$ cat src/amrs_map.vh
// Purpose: Register offsets, field positions and timing constants of the read sequencer
// Assumes: 32-bit APB data, one aligned word per register
// Notes:   Included by the sequencer top and by the bench
`ifndef AMRS_MAP_VH
`define AMRS_MAP_VH

// Register byte offsets
`define AMRS_OFF_CTRL     8'h00
`define AMRS_OFF_TIMING   8'h04
`define AMRS_OFF_ADDR     8'h08
`define AMRS_OFF_SELECT   8'h0c
`define AMRS_OFF_STATUS   8'h10
`define AMRS_OFF_RDATA    8'h14

// Control fields
`define AMRS_CTRL_RDYEN   0
`define AMRS_CTRL_CKSEL_LO 4
`define AMRS_CTRL_CKSEL_HI 5
`define AMRS_CKSEL_SYSCLK 2'h3

// Timing fields, six bits each
`define AMRS_FW           6
`define AMRS_TIM_PRESETUP 0
`define AMRS_TIM_SETUP    6
`define AMRS_TIM_PREACC   12
`define AMRS_TIM_ACCESS   18
`define AMRS_TIM_HOLD     24
`define AMRS_TIM_RESET    32'h01041041

// Select fields
`define AMRS_SEL_BANK_LO  0
`define AMRS_SEL_BE_LO    8

// Status bits
`define AMRS_STAT_BUSY    0
`define AMRS_STAT_DONE    1

// Ready-to-strobe delay: edges counted after ready is seen
`define AMRS_RDY_DELAY    2'h2

`endif

$ cat src/amrs_top.v
// Purpose: Read-cycle sequencer for an asynchronous static memory, APB programmed
// Assumes: Pins and external_ready are synchronous to clk_sys (100 MHz)
// Notes:   A phase count of zero is treated as one cycle
`timescale 1ns/1ps
`default_nettype none
`include "amrs_map.vh"

// Overview of operation
// RULE1 - Bank select and address are driven for pre-setup plus setup plus pre-access cycles before the strobe falls.
// RULE2 - Output enable goes active after pre-setup, setup plus pre-access cycles before the strobe falls.
// RULE3 - With ready sensing off the strobe stays low for exactly the access count.
// RULE4 - Address, bank select, output enable and byte enables stay stable for the hold count after the strobe rises.
// RULE5 - With ready sensing on the strobe rises 2.5 to 3.5 cycles after ready is seen asserted.
// RULE6 - With ready sensing on the memory presents a valid ready no later than access minus 2.5 cycles after the fall.
// RULE7 - With clock output select at 3 the clock pin carries a buffered copy of the system clock.
// RULE8 - Each read runs pre-setup, setup, pre-access, access and hold in order, each timed by a loaded counter.
module amrs_top #(
  parameter AW = 24,
  parameter DW = 16,
  parameter NB = 4,
  parameter BW = 2
) (
  input  wire          clk_sys,
  input  wire          rst,
  input  wire          psel,
  input  wire          penable,
  input  wire          pwrite,
  input  wire [7:0]    paddr,
  input  wire [31:0]   pwdata,
  output reg  [31:0]   prdata,
  output reg           pready,
  output reg           pslverr,
  output reg  [NB-1:0] bank_select_n,
  output reg  [AW-1:0] mem_address,
  output reg           output_enable_n,
  output reg           read_strobe_n,
  output reg  [BW-1:0] byte_enable_n,
  input  wire [DW-1:0] mem_data_in,
  input  wire          external_ready,
  output wire          clock_output_pin
);

  localparam [2:0] ST_IDLE     = 3'h0;
  localparam [2:0] ST_PRESETUP = 3'h1;
  localparam [2:0] ST_SETUP    = 3'h2;
  localparam [2:0] ST_PREACC   = 3'h3;
  localparam [2:0] ST_ACCESS   = 3'h4;
  localparam [2:0] ST_HOLD     = 3'h5;

  reg [31:0]           ctrl_reg;
  reg [31:0]           timing_reg;
  reg [AW-1:0]         addr_reg;
  reg [NB-1:0]         bank_reg;
  reg [BW-1:0]         be_reg;
  reg [DW-1:0]         rdata_reg;
  reg                  done_reg;
  reg [2:0]            state_reg;
  reg [2:0]            state_next;
  reg [`AMRS_FW-1:0]   cnt_reg;
  reg [`AMRS_FW-1:0]   cnt_next;
  reg                  rdy_seen_reg;
  reg [1:0]            rdy_cnt_reg;
  reg                  rdy_end;
  wire                 rdy_en;
  wire                 acc_done;
  wire                 wr_take;
  wire                 rd_take;
  wire                 start;

  // Phase length from a timing field, zero stretched to one cycle
  function [`AMRS_FW-1:0] phase_len;
    input [31:0]  tim;
    input integer lo;
    reg   [`AMRS_FW-1:0] f;
    begin
      f = tim[lo +: `AMRS_FW];
      phase_len = (f == {`AMRS_FW{1'b0}}) ? {{(`AMRS_FW-1){1'b0}}, 1'b1} : f;
    end
  endfunction

  assign rdy_en  = ctrl_reg[`AMRS_CTRL_RDYEN];
  assign wr_take = psel & penable & pready & pwrite;
  assign rd_take = psel & penable & pready & ~pwrite;
  // Writing the address register launches a read; ignored while busy
  assign start   = wr_take & (paddr == `AMRS_OFF_ADDR) & (state_reg == ST_IDLE);
  assign acc_done = (cnt_reg == {{(`AMRS_FW-1){1'b0}}, 1'b1});

  // Buffered copy of the sequencer clock; gating keeps it quiet otherwise
  assign clock_output_pin = clk_sys & (ctrl_reg[`AMRS_CTRL_CKSEL_HI:`AMRS_CTRL_CKSEL_LO] == `AMRS_CKSEL_SYSCLK); // RULE7

  // Ready path ends the access a fixed number of edges after ready is seen
  always @* begin
    rdy_end = rdy_seen_reg & (rdy_cnt_reg == 2'h0); // RULE5
  end

  // Phase sequencing with a counter reloaded on each phase entry
  always @* begin
    state_next = state_reg;
    cnt_next   = cnt_reg;
    case (state_reg)
      ST_IDLE: begin
        if (start) begin
          state_next = ST_PRESETUP; // RULE8
          cnt_next   = phase_len(timing_reg, `AMRS_TIM_PRESETUP);
        end
      end
      ST_PRESETUP: begin
        if (acc_done) begin
          state_next = ST_SETUP; // RULE2
          cnt_next   = phase_len(timing_reg, `AMRS_TIM_SETUP);
        end else begin
          cnt_next = cnt_reg - 1'b1;
        end
      end
      ST_SETUP: begin
        if (acc_done) begin
          state_next = ST_PREACC;
          cnt_next   = phase_len(timing_reg, `AMRS_TIM_PREACC);
        end else begin
          cnt_next = cnt_reg - 1'b1;
        end
      end
      ST_PREACC: begin
        if (acc_done) begin
          state_next = ST_ACCESS; // RULE1
          cnt_next   = phase_len(timing_reg, `AMRS_TIM_ACCESS);
        end else begin
          cnt_next = cnt_reg - 1'b1;
        end
      end
      ST_ACCESS: begin
        // Ready mode relies on the memory answering within the window
        if (rdy_en ? rdy_end : acc_done) begin // RULE3 RULE6
          state_next = ST_HOLD;
          cnt_next   = phase_len(timing_reg, `AMRS_TIM_HOLD);
        end else if (!acc_done) begin
          cnt_next = cnt_reg - 1'b1;
        end
      end
      ST_HOLD: begin
        if (acc_done) begin
          state_next = ST_IDLE; // RULE4
        end else begin
          cnt_next = cnt_reg - 1'b1;
        end
      end
      default: begin
        state_next = ST_IDLE;
        cnt_next   = {`AMRS_FW{1'b0}};
      end
    endcase
  end

  // State, counter and ready tracker
  always @(posedge clk_sys or posedge rst) begin
    if (rst) begin
      state_reg    <= ST_IDLE;
      cnt_reg      <= {`AMRS_FW{1'b0}};
      rdy_seen_reg <= 1'b0;
      rdy_cnt_reg  <= 2'h0;
    end else begin
      state_reg <= state_next;
      cnt_reg   <= cnt_next;
      if (state_reg != ST_ACCESS) begin
        rdy_seen_reg <= 1'b0;
      end else if (!rdy_seen_reg && external_ready) begin
        rdy_seen_reg <= 1'b1; // RULE5
        rdy_cnt_reg  <= `AMRS_RDY_DELAY - 2'h1;
      end else if (rdy_seen_reg && rdy_cnt_reg != 2'h0) begin
        rdy_cnt_reg <= rdy_cnt_reg - 2'h1;
      end
    end
  end

  // Pin drive follows the next phase so every memory pin except the gated clock pin comes from a flop
  always @(posedge clk_sys or posedge rst) begin
    if (rst) begin
      bank_select_n   <= {NB{1'b1}};
      mem_address     <= {AW{1'b0}};
      output_enable_n <= 1'b1;
      read_strobe_n   <= 1'b1;
      byte_enable_n   <= {BW{1'b1}};
    end else begin
      bank_select_n   <= (state_next == ST_IDLE) ? {NB{1'b1}} : ~bank_reg; // RULE1 RULE4
      // Launch edge takes the address from the bus, since addr_reg only lands on that same edge
      mem_address     <= start ? pwdata[AW-1:0] : ((state_next == ST_IDLE) ? mem_address : addr_reg); // RULE1
      output_enable_n <= (state_next == ST_IDLE) || (state_next == ST_PRESETUP); // RULE2 RULE4
      read_strobe_n   <= (state_next != ST_ACCESS); // RULE3
      byte_enable_n   <= (state_next == ST_IDLE) ? {BW{1'b1}} : ~be_reg; // RULE4
    end
  end

  // Register file; done is sticky, a new completion beats a clear
  always @(posedge clk_sys or posedge rst) begin
    if (rst) begin
      ctrl_reg   <= 32'h00000000;
      timing_reg <= `AMRS_TIM_RESET;
      addr_reg   <= {AW{1'b0}};
      bank_reg   <= {NB{1'b0}};
      be_reg     <= {BW{1'b0}};
      rdata_reg  <= {DW{1'b0}};
      done_reg   <= 1'b0;
    end else begin
      if (wr_take && paddr == `AMRS_OFF_CTRL) begin
        ctrl_reg <= pwrite ? (pwdata & 32'h00000031) : ctrl_reg;
      end
      if (wr_take && paddr == `AMRS_OFF_TIMING && state_reg == ST_IDLE) begin
        timing_reg <= pwdata & 32'h3fffffff;
      end
      if (start) begin
        addr_reg <= pwdata[AW-1:0];
      end
      if (wr_take && paddr == `AMRS_OFF_SELECT && state_reg == ST_IDLE) begin
        bank_reg <= pwdata[`AMRS_SEL_BANK_LO +: NB];
        be_reg   <= pwdata[`AMRS_SEL_BE_LO +: BW];
      end
      // Data captured on the edge the strobe rises
      if (state_reg == ST_ACCESS && state_next == ST_HOLD) begin
        rdata_reg <= mem_data_in;
        done_reg  <= 1'b1;
      end else if (wr_take && paddr == `AMRS_OFF_STATUS && pwdata[`AMRS_STAT_DONE]) begin
        done_reg <= 1'b0;
      end
    end
  end

  // APB answer: one wait cycle, then pready with data
  always @(posedge clk_sys or posedge rst) begin
    if (rst) begin
      pready  <= 1'b0;
      pslverr <= 1'b0;
      prdata  <= 32'h00000000;
    end else begin
      pready  <= psel & penable & ~pready;
      pslverr <= psel & penable & ~pready &
                 (paddr[7:5] != 3'h0 || paddr[4:0] > `AMRS_OFF_RDATA || paddr[1:0] != 2'h0);
      prdata  <= 32'h00000000;
      if (psel && penable && !pready && !pwrite) begin
        case (paddr)
          `AMRS_OFF_CTRL:   prdata <= ctrl_reg;
          `AMRS_OFF_TIMING: prdata <= timing_reg;
          `AMRS_OFF_ADDR:   prdata <= {{(32-AW){1'b0}}, addr_reg};
          `AMRS_OFF_SELECT: prdata <= {{(24-BW){1'b0}}, be_reg, {(8-NB){1'b0}}, bank_reg};
          `AMRS_OFF_STATUS: prdata <= {30'h0, done_reg, state_reg != ST_IDLE};
          `AMRS_OFF_RDATA:  prdata <= {{(32-DW){1'b0}}, rdata_reg};
          default:          prdata <= 32'h00000000;
        endcase
      end
    end
  end

endmodule // amrs_top
`default_nettype wire

$ cat config.mk
export PLATFORM = sky130hd
export DESIGN_NAME = amrs_top
export DESIGN_NICKNAME = d
export VERILOG_FILES = /design/src/amrs_top.v
export VERILOG_INCLUDE_DIRS = /design/src
export SDC_FILE = /design/constraint.sdc
export NUM_CORES = 1
export LEC_CHECK = 0
export ABC_AREA = 1
export BUFFER_PORTS_ARGS = -buffer_cell sky130_fd_sc_hd__buf_4
export CORE_MARGIN = 4
export CORE_UTILIZATION = 30
export DETAILED_ROUTE_END_ITERATION = 12
export GPL_ROUTABILITY_DRIVEN = 0
export SLEW_MARGIN = 25
export SYNTH_ARGS = -nofsm -noshare
export SYNTH_HDL_FRONTEND = slang
export SYNTH_SLANG_ARGS = --single-unit
$ cat constraint.sdc
create_clock -name clk_sys -period 6.29 [get_ports clk_sys]
set_clock_uncertainty 0.05 [all_clocks]
set_input_delay 0.629 -clock clk_sys [delete_from_list [all_inputs] [get_ports clk_sys]]
set_output_delay 0.629 -clock clk_sys [all_outputs]
set_load 0.05 [all_outputs]
# Word level (Yosys, flattened, before mapping)
# Index checks and enable logic that the tools add are counted.
dict set report word_totals {
  ff_bits 158
  latch_bits 0
  ramBits 0
  rom_bits 0
  in_bits 62
  out_inout_bits 67
  wordCells 122
  n_memories 0
}
dict set report op_classes {
  addsub 2
  mul 0
  div_mod_pow 0
  n_lt_le_gt_ge 1
  eq_ne 18
  shift 0
  n_mux 32
  n_bitwise 13
  reduce_logical 37
}
# cell count
set ops {}
lappend ops {{case mux 30 bit (6 select lines)} 1}
lappend ops {{two-way mux 6 bit} 11}
lappend ops {{two-way mux 24 bit} 2}
lappend ops {{case mux 6 bit (6 select lines)} 1}
lappend ops {{logical NOT 6 bit} 5}
lappend ops {{two-way mux 30 bit} 1}
lappend ops {{two-way mux 3 bit} 6}
lappend ops {{case mux 3 bit (6 select lines)} 1}
lappend ops {{equality test 8 x 4 -> 1 bit, second input constant} 2}
lappend ops {{equality test 8 x 5 -> 1 bit, second input constant} 2}
lappend ops {{logical AND 1 bit} 13}
lappend ops {{nonzero test 2 bit} 5}
lappend ops {{bitwise AND 1 bit} 9}
lappend ops {{equality test 3 bit, second input constant} 3}
lappend ops {{equality test 8 x 3 -> 1 bit, second input constant} 1}
lappend ops {{logical NOT 8 bit} 1}
lappend ops {{equality test 3 x 1 -> 1 bit, second input constant} 2}
lappend ops {{equality test 3 x 2 -> 1 bit, second input constant} 2}
lappend ops {{equality test 6 x 1 -> 1 bit, second input constant} 1}
lappend ops {{logical NOT 3 bit} 2}
lappend ops {{two-way mux 2 bit} 3}
lappend ops {{!= test 3 bit, second input constant} 2}
lappend ops {{nonzero test 3 bit} 2}
lappend ops {{subtractor 6 x 1 -> 6 bit, second input constant} 1}
lappend ops {{other kinds (13)} 24}

# Longest topological paths before layout
# Gate-level depths: netlist of the first run.
dict set report depth {
  word_depth 10
  ltp_mapped 12
  ltp_nobuf 12
}

==> results of run 1 <==
==> per-layer routing <==
metal | vias up | wire (um) | GRT usage (%)
li1 | 2851 | - | -
met1 | 2757 | 9590 | 22.7
met2 | 193 | 8620 | 22.1
met3 | 29 | 1300 | 4.16
met4 | 0 | 412 | 5.69
met5 | - | 0 | 0
==> final timing paths <==
| check | startpoint | end | slack [ns] | depth (start not counted) |
|---|---|---|---|---|
| min in group clk_sys | mem_data_in[9] | rdata_reg[9]$_DFFE_PP0P_ | 0.27 | 2 |
| min reg2reg | be_reg[1]$_DFFE_PP0P_ | byte_enable_n[1]$_DFF_PP1_ | 0.38 | 1 |
| min | rst | be_reg[1]$_DFFE_PP0P_ | 0.14 | 2 |
| max | clk_sys | clock_output_pin | 1.84 | 4 |
| max in group asynchronous | rst | timing_reg[21]$_DFFE_PP0P_ | 4.87 | 3 |
| max reg2reg | cnt_reg[1]$_DFFE_PP0P_ | mem_address[5]$_DFFE_PP0P_ | 3.33 | 9 |
==> stage by stage <==
step | utilization, % | instance area [um2]
finish | 38.7 | 8880
global route | 38.7 | 8880
CTS | 38.7 | 8870
detailed placement | 35.9 | 8230
global placement | 35.9 | 8230
floorplan | - | 7090
==> power by group <==
part	switching, mW	total [mW]	internal [mW]
clock network	0.473	1.09	0.612
logic	0.0478	0.0793	0.0315
registers	0.00387	1.01	1.01
==> cell type report <==
class	count	share of cell area (%)
well taps	313	4.41
multi-input cells	536	29.9
repair buffers	126	10.7
flip-flops and latches	156	44.2
clock buffers	22	5.88
clock inverters	14	1.44
inverters	81	3.51
==> cell families (layout without fill, tap and decap cells) <==
family	count (synthesis)	after routing	share of synthesized area [%]
simple gates	390	390	24.4
flops	156	156	55.3
compound gates	124	124	9.72
buf+inv	114	243	7.34
mux	16	16	2.54
fa+ha+maj	3	3	0.529
other cells	1	2	0.0529
xor+xnor	1	1	0.124
==> layout by cell type (no fill, tap or decap), types with 16 or more instances in the layout <==
cell type    n
a21oi_1     22
nand2_1    243
clkbuf_16   20
o21ai_0     69
inv_1       73
nand3_1     68
dfrtp_1    143
nor2_1      33
buf_4      126
mux2_2      16
==> metrics.md, run 1 <==
| Metric | Value |
|---|---|
| Endpoints failing setup | `0` |
| Resized cells post-CTS | `0` |
| Share of cells above drive strength 1 | `between 20% and 30%` |
| Filler cells | `approximately 2,400` |
| Most common library cells after synthesis | `nand2_1, dfrtp_1, inv_1` |
| RSZ-0062 raised after global routing | `false` |
| Worst-Skew Late Latency | `roughly 0.54 ns` |
| Mapped Cells | `805` |
| Footprint of the multi-input gates | `2660 um2` |
| EDFF count, synth | `0` |
| Vias per cell | `roughly 4.7` |
| Largest stage delay, worst path | `between 0.15 and 0.2 ns` |
| CTS tree | `yes` |
| DR vias | `5,830` |
| I/O pin count | `approximately 130` |
| Worst-Margin Slew | `about 0.94 ns` |
| Port bufs | `between 100 and 150` |
| Most common cell on crit path | `clkbuf_16` |
| DRC | `0` |
| Worst Setup Start Kind | `clock port` |
| Nature of the critical path endpoint | `primary output` |
| Share of flip-flops with an asynchronous set or reset | `100%` |
| Seq/Total Area, Yosys | `a little under three fifths` |
| DP Cell Count | `between 1,000 and 1,500` |
| Final HPWL DP | `between 10,000 and 15,000 um` |
| Cell Rows | `55` |
| Worst-path cell chain | `clkbuf_16, clkbuf_16, and3_1, buf_4` |
| Vert. Die Dim | `162 um` |
| Crit-path leading delay family | `buffers and inverters` |
| PD cells | `between 200 and 250 nW/um2` |
| Synth Flop Type | `dfrtp_1` |
| Vias in the first global route | `roughly 5,800` |
| Clk slew on worst S/H paths | `about 0.060 ns` |
| # diodes | `0` |
| Hold Slack | `between 0.1 and 0.15 ns` |
| Area Overhead vs Synth | `25.2%` |
| First drt pass iteration count | `5` |
| Area contributors post-synth | `dfrtp_1, nand2_1, o21ai_0` |
| Power Total | `about 2.2 mW` |
| Yosys top cell area share | `50.5%` |
| Final WS setup | `approximately 1.8 ns` |
| TNS Setup | `0 ns` |
| Register area | `slightly below 4000 um2` |
| Worst path slowest cell | `buf_4` |
| Pre-CTS setup slack | `2.13 ns` |
| Worst-path maximum fanout | `2` |
| Buf/Inv on CP | `3` |
| Rel. slew slack | `between 30% and 40%` |
| DRT antenna net count | `0` |
| Post-CTS Setup Inserts | `0` |
| Critical Path RT | `roughly 5.6 ns` |
| Synth Register Bits | `about 160` |
| Yosys top cell by area | `dfrtp_1` |
| Drt initial violations | `between 500 and 600` |
| Fin. max-slew vios | `0` |
| Post-Syn Area per Cell | `approximately 8.8 um2` |
| Synth unique cells | `41` |
| Starting Density | `a little under a third` |
| Initial antenna violation count | `0` |
| Max_cap viols | `0` |
| Outcome | `finished, final reports clean` |
| Count leader, synth | `nand2_1` |
| Post-Route WL | `19,900 um` |
| Synth Cell Area | `7090 um2` |
| Lkg Pwr | `approximately 4.3 nW` |
| # hold bufs at CTS | `0` |
| Peak VDD IR | `around 0.00018 V` |
| Hold Fails Final Rpt | `0` |
| Worst Hold Class | `primary input to asynchronous set/reset pin` |
| Final cell count without fillers | `around 1,200` |
| Gr usage total | `about 16%` |
| Nets | `around 990` |
| First-pass GRT wire length | `31,700 um` |
| Die width | `roughly 160 um` |
| Critical path class | `clock port to primary output` |
| GRT overflow | `0` |
| Syn. warnings | `0` |
| Routed wire per std cell | `between 15 and 20 um` |
| Pin count of the biggest net entering global routing | `a little over 80` |
| Core area | `roughly 23,000 um2` |
| Worst Path Arrival | `roughly 3.8 ns` |
| Die area | `26,200 um2` |
(Power assumes the default switching activity.)
==> run 2, diff against run 1 <==
- clock period: 6.29 -> 4.6 ns (I/O delays scaled with it)
==> metrics.md, run 2 (synthesis gave the netlist of run 1 again) <==
| Metric | Value |
|---|---|
| Resized cells post-CTS | `0` |
| Hold Slack | `0.0891 ns` |
| Crit-path leading delay family | `buffers and inverters` |
| Int Pwr | `~2.3 mW` |
| Post-Route WL | `just over 20,000 um` |
| Worst path slowest cell | `buf_4` |
| Worst-path cell chain | `clkbuf_16, clkbuf_16, and3_1, buf_4` |
| Endpoints failing setup | `0` |
| Lkg Pwr | `~4.3 nW` |
| Core area | `approximately 23,000 um2` |
| Share of cells above drive strength 1 | `between 20% and 30%` |
| Buf/Inv on CP | `3` |
| Routed wire per std cell | `16.2 um` |
| Critical Path RT | `just over 4 ns` |
| Clk slew on worst S/H paths | `0.07 ns` |
| # diodes | `0` |
| Fin. max-slew vios | `0` |
| Final WS setup | `about 1.2 ns` |
| Max_cap viols | `0` |
| TNS Setup | `0 ns` |
| First-pass GRT wire length | `about 32,000 um` |
| Rel. slew slack | `between 30% and 40%` |
| CTS tree | `yes` |
| Post-route cell area | `slightly below 9000 um2` |
| Most frequent cells in the layout | `nand2_1, dfrtp_1, buf_4` |
| DRC | `0` |
| GRT overflow | `0` |
| Starting Density | `30.9%` |
| Register area | `~4000 um2` |
| # hold bufs at CTS | `0` |
| Net Sw Frac | `23.9%` |
| Die width | `162 um` |
| Worst-Skew Late Latency | `0.55 ns` |
| Clk pwr share | `roughly half` |
| Worst Setup Start Kind | `clock port` |
| NetSw | `0.723 mW` |
| Worst-path maximum fanout | `2` |
| Flop2flop setup slack | `approximately 1.6 ns` |
| Largest stage delay, worst path | `approximately 0.19 ns` |
| Pre-CTS setup slack | `~1.4 ns` |
| Worst Path Arrival | `approximately 2.9 ns` |
| Gr usage total | `15.9%` |
| Vert. Die Dim | `approximately 160 um` |
| Drt initial violations | `around 620` |
| Initial antenna violation count | `0` |
| Pin count of the biggest net entering global routing | `around 160` |
| Worst Hold Class | `primary input to flip-flop` |
| DP Cell Count | `between 1,000 and 1,500` |
| Commonest non-fill, non-tap cell in the layout | `nand2_1` |
| Critical path class | `clock port to primary output` |
| Logic gate share of total power | `3.6%` |
| DR vias | `5,950` |
| Post-DP Area | `8260 um2` |
| Nets | `990` |
| Power Total | `between 3 and 4 mW` |
| Port bufs | `between 100 and 150` |
| I/O pin count | `between 100 and 150` |
| Footprint of the multi-input gates | `approximately 2700 um2` |
| Filler cells | `approximately 2,400` |
| Peak VDD IR | `0.000220 V` |
| Final HPWL DP | `between 10,000 and 15,000 um` |
| Outcome | `finished, final reports clean` |
| Final cell count without fillers | `~1,300` |
| RSZ-0062 raised after global routing | `false` |
| Fin util | `38.9%` |
| Flop pwr share | `45.8%` |
| Die area | `26,200 um2` |
| Worst-Margin Slew | `0.980 ns` |
| Nature of the critical path endpoint | `primary output` |
| Area Overhead vs Synth | `25.8%` |
| PD cells | `roughly 340 nW/um2` |
| Cell Rows | `55` |
| First drt pass iteration count | `5` |
| Vias per cell | `4.76` |
| DRT antenna net count | `0` |
| Most common cell on crit path | `clkbuf_16` |
| Vias in the first global route | `slightly below 6,000` |
| Post-CTS Setup Inserts | `0` |
| Hold Fails Final Rpt | `0` |
-- run 2: cell count changes in the layout (fill, tap and decap cells not counted) --
cell and delta:
buf_4 +3, clkinv_2 +2, clkinvlp_4 -2, buf_12 +1, buf_6 -1, bufinv_16 +1, clkbuf_8 -1, nor2_1 +1
nor2_2 -1
-- run 2: power groups by stage --
stage                      Clock, mW  Sequential [mW]  Combinational [mW]
after CTS                       1.56             1.39               0.113
after floorplan           0.00000292             1.41              0.0464
final                           1.53             1.39               0.109
after global routing            1.62             1.39               0.123
after detailed placement  0.00000311             1.41               0.113
after global placement    0.00000311             1.41               0.112
-- run 2: worst reg2reg max path, delay by kind of cell, from the launching register on --
kind / cells / cell delay, ns
AND/OR/NAND/NOR: 7 / 2.12
adder cells (fa/ha/maj): 1 / 0.22
flip-flops: 1 / 0.40
buffers and inverters: 1 / 0.08
-- run 2: metal layers --
metal  vias to the layer above  share of wire (%)  GRT usage [%]
met2                       227                 44           22.4
met4                         0                1.5           5.15
met5                         -                  0              0
li1                       2856                  -              -
met1                      2840                 48           23.7
met3                        27                7.3           4.09
-- run 2: worst paths after layout --
| path | depth (start not counted) | from | to |
|---|---|---|---|
| max reg2reg | 9 | cnt_reg[1]$_DFFE_PP0P_ | mem_address[3]$_DFFE_PP0P_ |
| min reg2reg | 1 | bank_reg[0]$_DFFE_PP0P_ | bank_select_n[0]$_DFF_PP1_ |
| max | 4 | clk_sys | clock_output_pin |
| min in group asynchronous | 3 | rst | be_reg[1]$_DFFE_PP0P_ |
| min | 2 | mem_data_in[0] | rdata_reg[0]$_DFFE_PP0P_ |
| max in group asynchronous | 3 | rst | state_reg[2]$_DFF_PP0_ |
-- run 2: final cells by class --
| cell class | count | area share [%] |
|---|---|---|
| repair buffers | 129 | 11.0 |
| inverters | 81 | 3.48 |
| clock buffers | 21 | 5.70 |
| multi-input cells | 536 | 29.8 |
| well taps | 313 | 4.39 |
| flip-flops and latches | 156 | 44.0 |
| clock inverters | 15 | 1.73 |
==> run 3, diff against run 2 <==
- clock period: 4.6 -> 3.2 ns (I/O delays scaled with it)
==> metrics.md, run 3 (synthesis gave the netlist of run 1 again) <==
| Metric | Value |
|---|---|
| PD cells | `468 nW/um2` |
| Critical path class | `clock port to primary output` |
| Vert. Die Dim | `~160 um` |
| Clk slew on worst S/H paths | `0.06 ns` |
| Commonest non-fill, non-tap cell in the layout | `nand2_1` |
| Hold Fails Final Rpt | `0` |
| Rel. slew slack | `between 60% and 70%` |
| Worst-path maximum fanout | `2` |
| Worst-Skew Late Latency | `approximately 0.54 ns` |
| Lkg Pwr | `roughly 4.5 nW` |
| Die width | `about 160 um` |
| FF-to-FF Start | `cnt_reg[1]$_DFFE_PP0P_` |
| Most frequent cells in the layout | `nand2_1, dfrtp_1, buf_4` |
| Vias per cell | `approximately 4.6` |
| Share of cells above drive strength 1 | `24.1%` |
| Worst-Margin Slew | `approximately 0.56 ns` |
| Worst path slowest cell | `buf_4` |
| Max_cap viols | `0` |
| Routed wire per std cell | `approximately 16 um` |
| First drt pass iteration count | `5` |
| Worst Hold Class | `primary input to flip-flop` |
| Die area | `roughly 26,000 um2` |
| Starting Density | `between 30% and 40%` |
| DRT antenna net count | `0` |
| Pin count of the biggest net entering global routing | `between 80 and 90` |
| Post-Route WL | `a little over 20,000 um` |
| Cell Rows | `between 50 and 60` |
| Final cell count without fillers | `1,284` |
| Resized cells post-CTS | `0` |
| Core area | `22,900 um2` |
| Worst Setup Start Kind | `clock port` |
| DR vias | `roughly 6,000` |
| Outcome | `finished, final reports clean` |
| Most common cell on crit path | `clkbuf_16` |
| Worst Path Arrival | `approximately 2.2 ns` |
| Worst-path cell chain | `clkbuf_16, clkbuf_16, and3_1, buf_4` |
| Area Overhead vs Synth | `30.2%` |
| Gr usage total | `16.3%` |
| Final HPWL DP | `between 10,000 and 15,000 um` |
| I/O pin count | `between 100 and 150` |
| Vias in the first global route | `6,088` |
| Initial antenna violation count | `0` |
| Fin. max-slew vios | `0` |
| Endpoints failing setup | `0` |
| GRT overflow | `0` |
| TNS Setup | `0 ns` |
| CTS tree | `yes` |
| Post-CTS Setup Inserts | `0` |
| # diodes | `0` |
| Fin util | `40.3%` |
| Critical Path RT | `approximately 2.8 ns` |
| Hold wc startpoint | `penable` |
| Largest stage delay, worst path | `~0.19 ns` |
| DP Cell Count | `1,224` |
| Port bufs | `124` |
| Drt initial violations | `between 500 and 600` |
| Worst Setup SP | `clk_sys` |
| RSZ-0062 raised after global routing | `false` |
| Nature of the critical path endpoint | `primary output` |
| Peak VDD IR | `between 0.0002 and 0.0003 V` |
| First-pass GRT wire length | `between 30,000 and 40,000 um` |
| DRC | `0` |
| Nets | `just over 1,000` |
| # hold bufs at CTS | `24` |
run 3: worst max-delay path, delay by kind of cell:
kind / cells / cell delay [ns]
buffers and inverters: 3 / 0.44
and+or+nand+nor: 1 / 0.16
run 3: where the power goes:
group / switching [mW] / internal (mW)
Combinational: 0.101 / 0.0870
Sequential: 0.00753 / 1.98
Clock: 0.859 / 1.28
Total: 0.967 / 3.35
run 3: stage by stage:
| stage | setup slack [ns] | hold slack, ns | total power [mW] | instance area (um2) |
|---|---|---|---|---|
| after floorplan | 0.868 | 0.347 | 2.10 | 7100 |
| after global placement | 0.855 | 0.361 | 2.19 | 8340 |
| after detailed placement | 0.811 | 0.362 | 2.19 | 8340 |
| after CTS | 0.613 | 0.00104 | 4.37 | 9220 |
| after global routing | 0.608 | 0.0295 | 4.48 | 9230 |
| final | 0.630 | 0.0194 | 4.32 | 9230 |
run 3: routing by layer:
layer	share of wire, %	wire length (um)	global-route usage, %
met1	49	10100	24.0
met2	44	9080	23.4
met3	5.7	1170	3.55
met4	1.7	355	6.27
met5	0	0	0
run 3: path summary, 6_finish.rpt:
path	endpoint	slack, ns	cells after the start
hold / removal	pready$_DFF_PP0_	0.02	3
max in group asynchronous	read_strobe_n$_DFF_PP1_	2.24	4
min in group asynchronous	bank_select_n[0]$_DFF_PP1_	0.38	3
setup reg to reg	mem_address[9]$_DFFE_PP0P_	0.87	10
hold reg to reg	byte_enable_n[1]$_DFF_PP1_	0.38	1
setup / recovery	clock_output_pin	0.63	4
run 3: final cells by class:
cell class,count,area (um2)
clock buffers,24,539
repair buffers,162,1300
fillers,2275,13700
clock inverters,12,110
inverters,81,310
well taps,313,392
multi-input cells,536,2650
flip-flops and latches,156,3920
